File: src/verilog/lcr_params.svh
// constants for the lane 13-16 output control register bank
// included by the package and the design module
`ifndef LCR_PARAMS_SVH
`define LCR_PARAMS_SVH
`define LCR_ADDR_PATTERN 8'h3B
`define LCR_ADDR_POWER 8'h3C
`define LCR_ADDR_CLKDLY 8'h43
`define LCR_RESET_VALUE 16'h0000
`define LCR_PAT15_HI 7
`define LCR_PAT15_LO 5
`define LCR_PAT16_HI 4
`define LCR_PAT16_LO 2
`define LCR_DIG_HI 15
`define LCR_DIG_LO 12
`define LCR_DRV_HI 11
`define LCR_DRV_LO 8
`define LCR_ANA_HI 7
`define LCR_ANA_LO 4
`define LCR_INV_HI 3
`define LCR_INV_LO 0
`define LCR_DLY_HI 4
`define LCR_DLY_LO 1
`define LCR_DLY_STEP_PS 110
`define LCR_CLK_PERIOD_NS 100
`define LCR_PATTERN_MASK 16'h00FC
`define LCR_CLKDLY_MASK 16'h001E
`define LCR_INV_LANE16 3
`define LCR_INV_LANE15 2
`define LCR_GAP_MAX 4'hF
`define LCR_RISE_GAP 4'h2
`endif

File: src/verilog/lcr_pkg.sv
// types shared by the lane 13-16 output control register bank
// assumes lcr_params.svh is on the include path
`include "lcr_params.svh"
package lcr_pkg;
	typedef logic [15:0] lcr_word_t;
	typedef logic [7:0] lcr_addr_t;
	typedef logic [2:0] lcr_pattern_t;
	typedef logic [3:0] lcr_lane_t;
	typedef logic signed [3:0] lcr_delay_t;
	typedef enum logic [1:0] {LCR_IDLE, LCR_HIGH, LCR_LOW} lcr_clk_state_t;
endpackage

File: src/verilog/lcr_regs.sv
// register bank for lanes/channels 13-16 plus forwarded clock edge tracker
// assumes a single 10 MHz clock, sync active-high reset, and a slow bit clock input
`timescale 1ns/1ps
`include "lcr_params.svh"
module lcr_regs
	import lcr_pkg::*;
#(
	parameter int STEP_PS = `LCR_DLY_STEP_PS
) (
	input wire logic clk, // system clock
	input wire logic reset, // sync reset, active high
	input wire lcr_addr_t addr, // register address
	input wire lcr_word_t wrData, // write data
	input wire logic wrStrobe, // write strobe
	input wire logic rdStrobe, // read strobe
	output lcr_word_t rdData, // read data, cycle after strobe
	input wire logic perLanePatternEnable, // independent-pattern select from another register
	input wire logic forwardedBitClock, // forwarded clock, asynchronous
	output lcr_pattern_t laneFifteenPatternCode, // active lane 15 pattern
	output lcr_pattern_t laneSixteenPatternCode, // active lane 16 pattern
	output lcr_lane_t digitalOff, // channels 16..13, bit3=16
	output lcr_lane_t driverOff, // lanes 16..13, bit3=16
	output lcr_lane_t analogOff, // channels 16..13, bit3=16
	output lcr_lane_t flipData, // lanes 16..13, bit3=16
	output lcr_delay_t forwardedClockDelay, // signed step count
	output logic signed [15:0] forwardedClockShiftPs, // shift in ps, positive = later
	output logic forwardedClockRise // one-cycle pulse per detected rising edge
);
	lcr_word_t patReg, patNext, pwrReg, pwrNext, dlyReg, dlyNext, rdReg, rdNext;
	logic [2:0] syncReg, syncNext;
	logic levelReg, levelNext;
	logic riseReg, riseNext;
	logic [3:0] gapReg, gapNext;
	logic wrPat, wrPwr, wrDly;

	function automatic lcr_word_t readMux(input lcr_addr_t a, input lcr_word_t p, input lcr_word_t w,
		input lcr_word_t d);
		case (a)
			`LCR_ADDR_PATTERN: readMux = p;
			`LCR_ADDR_POWER: readMux = w;
			`LCR_ADDR_CLKDLY: readMux = d;
			default: readMux = `LCR_RESET_VALUE;
		endcase
	endfunction

	function automatic logic hitReg(input lcr_addr_t a, input lcr_addr_t r);
		hitReg = (a == r);
	endfunction

	// unmapped addresses read zero and ignore writes
	function automatic logic isMapped(input lcr_addr_t a);
		isMapped = hitReg(a, `LCR_ADDR_PATTERN) || hitReg(a, `LCR_ADDR_POWER) || hitReg(a, `LCR_ADDR_CLKDLY);
	endfunction

	assign wrPat = wrStrobe && hitReg(addr, `LCR_ADDR_PATTERN);
	assign wrPwr = wrStrobe && hitReg(addr, `LCR_ADDR_POWER);
	assign wrDly = wrStrobe && hitReg(addr, `LCR_ADDR_CLKDLY);

	always_comb begin
		patNext = patReg;
		pwrNext = pwrReg;
		dlyNext = dlyReg;
		rdNext = `LCR_RESET_VALUE;
		// unused bits are held at zero even if the host breaks the write-zero convention
		if (wrPat)
			patNext = wrData & `LCR_PATTERN_MASK;
		if (wrPwr)
			pwrNext = wrData;
		if (wrDly)
			dlyNext = wrData & `LCR_CLKDLY_MASK;
		if (rdStrobe)
			rdNext = readMux(addr, patReg, pwrReg, dlyReg);
		if (reset) begin
			patNext = `LCR_RESET_VALUE;
			pwrNext = `LCR_RESET_VALUE;
			dlyNext = `LCR_RESET_VALUE;
			rdNext = `LCR_RESET_VALUE;
		end
	end

	always_ff @(posedge clk) begin
		patReg <= patNext;
		pwrReg <= pwrNext;
		dlyReg <= dlyNext;
		rdReg <= rdNext;
	end

	// bit clock edge finder: three stages, a new level counts once stages two and three agree
	always_comb begin
		syncNext = {syncReg[1:0], forwardedBitClock};
		levelNext = (syncReg[1] == syncReg[2]) ? syncReg[2] : levelReg;
		riseNext = levelNext & ~levelReg;
		if (reset) begin
			syncNext = 3'h0;
			levelNext = 1'h0;
			riseNext = 1'h0;
		end
	end

	always_ff @(posedge clk) begin
		syncReg <= syncNext;
		levelReg <= levelNext;
		riseReg <= riseNext;
	end

	// cycles since the last detected edge, saturating; feeds the pulse spacing check
	always_comb begin
		gapNext = gapReg;
		if (riseReg)
			gapNext = 4'h0;
		else if (gapReg != `LCR_GAP_MAX)
			gapNext = gapReg + 4'h1;
		if (reset)
			gapNext = `LCR_GAP_MAX;
	end

	always_ff @(posedge clk) begin
		gapReg <= gapNext;
	end

	assign rdData = rdReg;
	assign laneFifteenPatternCode = perLanePatternEnable ? patReg[`LCR_PAT15_HI:`LCR_PAT15_LO] : 3'h0;
	assign laneSixteenPatternCode = perLanePatternEnable ? patReg[`LCR_PAT16_HI:`LCR_PAT16_LO] : 3'h0;
	assign digitalOff = pwrReg[`LCR_DIG_HI:`LCR_DIG_LO];
	assign driverOff = pwrReg[`LCR_DRV_HI:`LCR_DRV_LO];
	assign analogOff = pwrReg[`LCR_ANA_HI:`LCR_ANA_LO];
	assign flipData = pwrReg[`LCR_INV_HI:`LCR_INV_LO];
	assign forwardedClockDelay = lcr_delay_t'(dlyReg[`LCR_DLY_HI:`LCR_DLY_LO]);
	assign forwardedClockShiftPs = 16'(forwardedClockDelay * STEP_PS);
	assign forwardedClockRise = riseReg;

	// pattern register
	a_pattern_write: assert property (@(posedge clk) disable iff (reset)
		wrPat |=> patReg == ($past(wrData) & `LCR_PATTERN_MASK))
		else $error("pattern register not updated");

	a_pattern_hold: assert property (@(posedge clk) disable iff (reset)
		!reset && !wrPat |=> $stable(patReg))
		else $error("pattern register changed without write");

	a_pattern_gate: assert property (@(posedge clk) disable iff (reset)
		!perLanePatternEnable |-> laneFifteenPatternCode == 3'h0 && laneSixteenPatternCode == 3'h0)
		else $error("pattern shown while per-lane disabled");

	a_lane15_pass: assert property (@(posedge clk) disable iff (reset)
		perLanePatternEnable |-> laneFifteenPatternCode == patReg[`LCR_PAT15_HI:`LCR_PAT15_LO])
		else $error("lane 15 pattern not passed through");

	a_lane16_pass: assert property (@(posedge clk) disable iff (reset)
		perLanePatternEnable |-> laneSixteenPatternCode == patReg[`LCR_PAT16_HI:`LCR_PAT16_LO])
		else $error("lane 16 pattern not passed through");

	a_pattern_unused: assert property (@(posedge clk) disable iff (reset)
		(patReg & ~`LCR_PATTERN_MASK) == `LCR_RESET_VALUE)
		else $error("unused pattern bits not zero");

	// power and invert register
	a_power_write: assert property (@(posedge clk) disable iff (reset)
		wrPwr |=> {digitalOff, driverOff, analogOff, flipData} == $past(wrData))
		else $error("power register not updated");

	a_digital_write: assert property (@(posedge clk) disable iff (reset)
		wrPwr |=> digitalOff == $past(wrData[`LCR_DIG_HI:`LCR_DIG_LO]))
		else $error("digital bits not written");

	a_digital_hold: assert property (@(posedge clk) disable iff (reset)
		!reset && !wrPwr |=> $stable(digitalOff))
		else $error("digital bits changed without write");

	a_driver_write: assert property (@(posedge clk) disable iff (reset)
		wrPwr |=> driverOff == $past(wrData[`LCR_DRV_HI:`LCR_DRV_LO]))
		else $error("driver bits not written");

	a_driver_hold: assert property (@(posedge clk) disable iff (reset)
		!reset && !wrPwr |=> $stable(driverOff))
		else $error("driver bits changed without write");

	a_analog_write: assert property (@(posedge clk) disable iff (reset)
		wrPwr |=> analogOff == $past(wrData[`LCR_ANA_HI:`LCR_ANA_LO]))
		else $error("analog bits not written");

	a_analog_hold: assert property (@(posedge clk) disable iff (reset)
		!reset && !wrPwr |=> $stable(analogOff))
		else $error("analog bits changed without write");

	a_invert_map: assert property (@(posedge clk) disable iff (reset)
		wrPwr |=> flipData[`LCR_INV_LANE16] == $past(wrData[`LCR_INV_LANE16]))
		else $error("lane 16 invert mis-mapped");

	a_invert_lane15: assert property (@(posedge clk) disable iff (reset)
		wrPwr |=> flipData[`LCR_INV_LANE15] == $past(wrData[`LCR_INV_LANE15]))
		else $error("lane 15 invert mis-mapped");

	a_invert_hold: assert property (@(posedge clk) disable iff (reset)
		!reset && !wrPwr |=> $stable(flipData))
		else $error("invert bits changed without write");

	// reset values
	a_reset_zero: assert property (@(posedge clk) $past(reset) |-> patReg == 16'h0 && pwrReg == 16'h0)
		else $error("registers not zero after reset");

	a_reset_read: assert property (@(posedge clk) $past(reset) |-> rdData == `LCR_RESET_VALUE)
		else $error("read data not zero after reset");

	a_reset_outputs: assert property (@(posedge clk)
		$past(reset) |-> laneFifteenPatternCode == 3'h0 && digitalOff == 4'h0 && flipData == 4'h0)
		else $error("control outputs not zero after reset");

	// clock delay register
	a_delay_write: assert property (@(posedge clk) disable iff (reset)
		wrDly |=> forwardedClockDelay == lcr_delay_t'($past(wrData[`LCR_DLY_HI:`LCR_DLY_LO])))
		else $error("delay field not written");

	a_delay_step: assert property (@(posedge clk) disable iff (reset)
		wrDly && wrData[`LCR_DLY_HI:`LCR_DLY_LO] == 4'h1 |=> forwardedClockShiftPs == 16'(STEP_PS))
		else $error("delay step wrong");

	a_delay_hold: assert property (@(posedge clk) disable iff (reset)
		!reset && !wrDly |=> $stable(forwardedClockDelay))
		else $error("delay changed without write");

	a_delay_unused: assert property (@(posedge clk) disable iff (reset)
		(dlyReg & ~`LCR_CLKDLY_MASK) == `LCR_RESET_VALUE)
		else $error("unused delay bits not zero");

	a_delay_zero: assert property (@(posedge clk) disable iff (reset)
		forwardedClockDelay == 4'sh0 |-> forwardedClockShiftPs == 16'sh0000)
		else $error("zero delay gives a shift");

	a_delay_sign: assert property (@(posedge clk) disable iff (reset)
		forwardedClockDelay < 4'sh0 |-> forwardedClockShiftPs < 16'sh0000)
		else $error("negative delay not negative shift");

	a_delay_minus_one: assert property (@(posedge clk) disable iff (reset)
		forwardedClockDelay == 4'shF |-> forwardedClockShiftPs == -16'(STEP_PS))
		else $error("all-ones delay not one step early");

	a_delay_two: assert property (@(posedge clk) disable iff (reset)
		forwardedClockDelay == 4'sh2 |-> forwardedClockShiftPs == 16'(STEP_PS + STEP_PS))
		else $error("two-step delay wrong");

	a_delay_positive: assert property (@(posedge clk) disable iff (reset)
		forwardedClockDelay > 4'sh0 |-> forwardedClockShiftPs > 16'sh0000)
		else $error("positive delay not a later edge");

	// read port
	a_read_data: assert property (@(posedge clk) disable iff (reset)
		rdStrobe && addr == `LCR_ADDR_CLKDLY && !wrStrobe |=> rdData == dlyReg)
		else $error("read data mismatch");

	a_read_pattern: assert property (@(posedge clk) disable iff (reset)
		rdStrobe && addr == `LCR_ADDR_PATTERN && !wrStrobe |=> rdData == patReg)
		else $error("pattern read mismatch");

	a_read_power: assert property (@(posedge clk) disable iff (reset)
		rdStrobe && addr == `LCR_ADDR_POWER && !wrStrobe |=> rdData == pwrReg)
		else $error("power read mismatch");

	a_read_unmapped: assert property (@(posedge clk) disable iff (reset)
		rdStrobe && !isMapped(addr) |=> rdData == `LCR_RESET_VALUE)
		else $error("unmapped read not zero");

	a_read_idle: assert property (@(posedge clk) disable iff (reset)
		!rdStrobe |=> rdData == `LCR_RESET_VALUE)
		else $error("read data outside its cycle");

	a_unmapped_write: assert property (@(posedge clk) disable iff (reset)
		!reset && wrStrobe && !isMapped(addr) |=> $stable(patReg) && $stable(pwrReg) && $stable(dlyReg))
		else $error("unmapped write changed a register");

	// forwarded clock edge finder
	a_rise_single: assert property (@(posedge clk) disable iff (reset)
		forwardedClockRise |=> !forwardedClockRise)
		else $error("edge pulse longer than one cycle");

	a_rise_level: assert property (@(posedge clk) disable iff (reset)
		forwardedClockRise |-> levelReg)
		else $error("edge pulse without settled high level");

	a_rise_spacing: assert property (@(posedge clk) disable iff (reset)
		forwardedClockRise |-> gapReg >= `LCR_RISE_GAP)
		else $error("edge pulses too close together");
endmodule
File: config.mk
export PLATFORM = sky130hd
export DESIGN_NAME = lcr_regs
export DESIGN_NICKNAME = d
export VERILOG_FILES = /design/src/verilog/lcr_pkg.sv /design/src/verilog/lcr_regs.sv
export VERILOG_INCLUDE_DIRS = /design/src /design/src/verilog
export SDC_FILE = /design/constraint.sdc
export NUM_CORES = 1
export LEC_CHECK = 0
export BUFFER_PORTS_ARGS = -buffer_cell sky130_fd_sc_hd__buf_4
export CORE_MARGIN = 2
export CORE_UTILIZATION = 31
export CTS_CLUSTER_SIZE = 12
export DETAILED_ROUTE_END_ITERATION = 8
export GPL_ROUTABILITY_DRIVEN = 0
export PLACE_DENSITY = 0.6
export REMOVE_ABC_BUFFERS = 1
export SLEW_MARGIN = 20
export SYNTH_ARGS = -nofsm -noshare
export SYNTH_HDL_FRONTEND = slang
export SYNTH_SLANG_ARGS = --single-unit
File: constraint.sdc
create_clock -name clk -period 4.4 [get_ports clk]
set_clock_uncertainty 0.2 [all_clocks]
set_input_delay 0.44 -clock clk [delete_from_list [all_inputs] [get_ports clk]]
set_output_delay 0.44 -clock clk [all_outputs]
set_load 0.02 [all_outputs]
==> summary.md <==
| Metric | Value |
|---|---|
| Status | finished, final reports clean |
| Warnings from Yosys | 0 |
| Worst Path Required | 3760 ps |
| CP dominant cell by count | ha_1 |
| Hold Vio Cnt, Final | 0 |
| Max Root-Sink Buffers | 2 |
| Clk sinks | 47 |
| Resize count post-CTS | 0 |
| Routed wire length | 6060 um |
| Avg Inst Size Synth | 9.36 um^2 |
| Area growth syn-to-layout | 32.7% |
| Fin Setup TNS | 0 ps |
| Root Buffer | clkbuf_8 |
| Number of global-route vias before repair | 1921 |
| Critical path class | register to output port |
| CP Launch Type | register |
| Slowest cell delay on critical path | between 500 and 600 ps |
| Num rows | 31 |
| HPWL Detailed | 4480 um |
| Die Span Y | 91.2 um |
| Leakage | around 0.0015 uW |
| Grt total ovfl | 0 |
| Hold buffer count at cts | 0 |
| Drc violations | 0 |
| I/O pin cnt | 89 |
| Wire length on met3 | 353 um |
| Total power divided by cell area | 239 mW/mm^2 |
| Relative slew slack | about half |
| Postcts setup bufs | 0 |
| RSZ-0062 raised after global routing | false |
| Reg clk slew, reported paths | ~90 ps |
| Htree depth | 2 |
| Initial antenna violation count | 0 |
| Fillers | 747 |
| FF-to-FF setup slack | 3240 ps |
| Largest net degree at the start of global routing | 33 |
| GR Util All Layers | 14.7% |
| Final setup fails | 0 |
| Inst Count DP | 421 |
| Cells after synthesis | about 250 |
| Layout Nets | between 300 and 400 |
| Critical path cell sequence | inv_1 > ha_1 > ha_1 > fa_1 > ha_1 > a21oi_1 > o21ai_0 > o311ai_1 > buf_4 |
| Cts bufs inserted | 5 |
| Fmax | about 0.25 GHz |
| DR vias | 1999 |
| First-pass DRT Iterations | 4 |
| #FFs+latches synth | 47 |
| Pwr Total | 749 uW |
| Mapped Area | 0.00236 mm^2 |
| Worst vdd ir | 0.114 mV |
| Register area share after synthesis | 39.9% |
| Worst Path Max Fanout | 10 |
| PortBufs | 87 |
| Post-route insts no fill | 429 |
| First-pass GRT wire length | about 9900 um |
| Die ar. | 0.00832 mm^2 |
| Top sig layer | met4 |
| Yosys cell types | between 40 and 50 |
| WL met2 | between 2000 and 3000 um |
| Worst reg-to-reg path cell count | 3 |
| CP arrival | 3410 ps |
| Die X | 91.2 um |
| Ys flop type | dfxtp_1 |
| Final period util | 92.0% |
| Worst skew pair latency | 300 ps |
| Measured slew at the worst slew-check pin | 769 ps |
| Cells on Worst Hold Path | 2 |
| DRT antenna net count | 0 |
| Share of synthesized registers carrying an async set or reset | 0% |
| CTS tree | yes |
| Period minus WS final | 4050 ps |
| Number of synthesized flops with an enable pin | 0 |
| Per-cell routed wire length | 14.1 um |
| Routed length on met1 | about 2700 um |
| DRT iter0 DRCs | 92 |
| Core area | 0.00729 mm^2 |
| Crit path capture type | output port |
| ANT cells | 0 |
| Initial core utilization | 32.3% |
| Crit-path slowest cell | o311ai_1 |
| Layout cells sized above 1 | a little under a third |
| Avg Vias per Cell | 4.66 |
| Max-Cap Viols | 0 |
| Hold WC Path Type | input pin to register |
| Final Max Slew Viols | 0 |
==> final cells by class <==
cell class | count | area, um^2 | area share [%]
Multi-Input combinational cell | 174 | 1260 | 40.1
Sequential cell | 47 | 941 | 30.1
Timing Repair Buffer | 88 | 661 | 21.1
Tap cell | 99 | 124 | 3.96
Clock buffer | 6 | 82.6 | 2.64
Inverter | 13 | 48.8 | 1.56
Clock inverter | 2 | 16.3 | 0.520
==> critical path, delay by kind of cell, from the launching register on <==
kind	cells	cell delay, ps
buf+inv	2	390
compound gates	3	980
fa+ha+maj	4	1180
flops	1	550
==> path summary, 6_finish.rpt <==
path,startpoint,endpoint
setup reg to reg,pwrReg[2],rdData[2]
hold reg to reg,levelReg,forwardedClockRise
hold / removal,forwardedBitClock,syncReg[0]
setup / recovery,dlyReg[3],forwardedClockShiftPs[13]
==> sequential cells by signal, summed over array words and instances, names as in the netlist <==
register	count
dlyReg	4
patReg	6
forwardedClockRise	1
syncReg	3
pwrReg	16
levelReg	1
rdData	16
==> cells in the mapped netlist (2+ instances only) <==
library cell,n,area [um^2]
o21ai_0,4,20.0
inv_1,12,45.0
nand2_1,21,78.8
buf_2,3,15.0
xnor2_1,3,26.3
and3b_1,2,17.5
ha_1,18,225
mux2i_1,10,100
nand3_1,18,90.1
nor2b_1,4,25.0
dfxtp_1,47,941
buf_4,7,52.6
nand4_1,2,12.5
nor2_1,12,45.0
a32oi_1,3,26.3
nand2b_1,2,12.5
buf_6,2,22.5
nor3_1,7,35.0
a21oi_1,21,105
clkbuf_1,5,18.8
fa_1,4,80.1
and2_1,16,100
a22o_1,3,26.3
a22oi_1,4,30.0
==> kinds of logic after synthesis <==
family	Yosys count	share of synthesized area (%)
buffers and inverters	31	6.84
AO/OA/AOI/OAI	39	10.7
adder cells (fa/ha/maj)	22	12.9
other	1	0.159
XOR/XNOR	4	1.49
AND/OR/NAND/NOR	97	23.3
multiplexers	11	4.72
flip-flops	47	39.9
==> power by group <==
part           total (uW)  switching, uW  internal (uW)
sequential            427          0.661            426
clock                 276            147            128
combinational        46.0           23.6           22.4
==> stage by stage <==
stage	utilization (%)	worst slack (ps)	area (um^2)	hold slack, ps
2_1_floorplan	-	-783	2250	214
3_3_place_gp	41.6	824	3030	229
3_5_place_dp	41.6	672	3030	229
4_1_cts	42.9	334	3130	135
5_1_grt	42.9	23.5	3130	136
6_report	42.9	350	3130	143
==> layout by cell type, fill, tap and decap left out, types with 2 or more instances in the layout <==
cell type	n
clkbuf_8	6
nor3_1	7
nand2b_1	2
nand2_1	21
ha_1	18
buf_4	88
a21oi_1	21
mux2i_1	10
inv_1	12
and3b_1	2
and2_1	16
o21ai_0	4
fa_1	4
a22o_1	3
nand4_1	2
dfxtp_1	47
nor2_1	12
nand3_1	18
a22oi_1	4
nor2b_1	4
xnor2_1	3
a32oi_1	3
==> layer usage <==
metal,global-route usage [%],up-vias
li1,-,1013
met1,20.2,925
met2,23.8,57
met3,2.99,4
met4,3.66,0
met5,0,-
No activity file was read; power rests on OpenSTA's default activity.
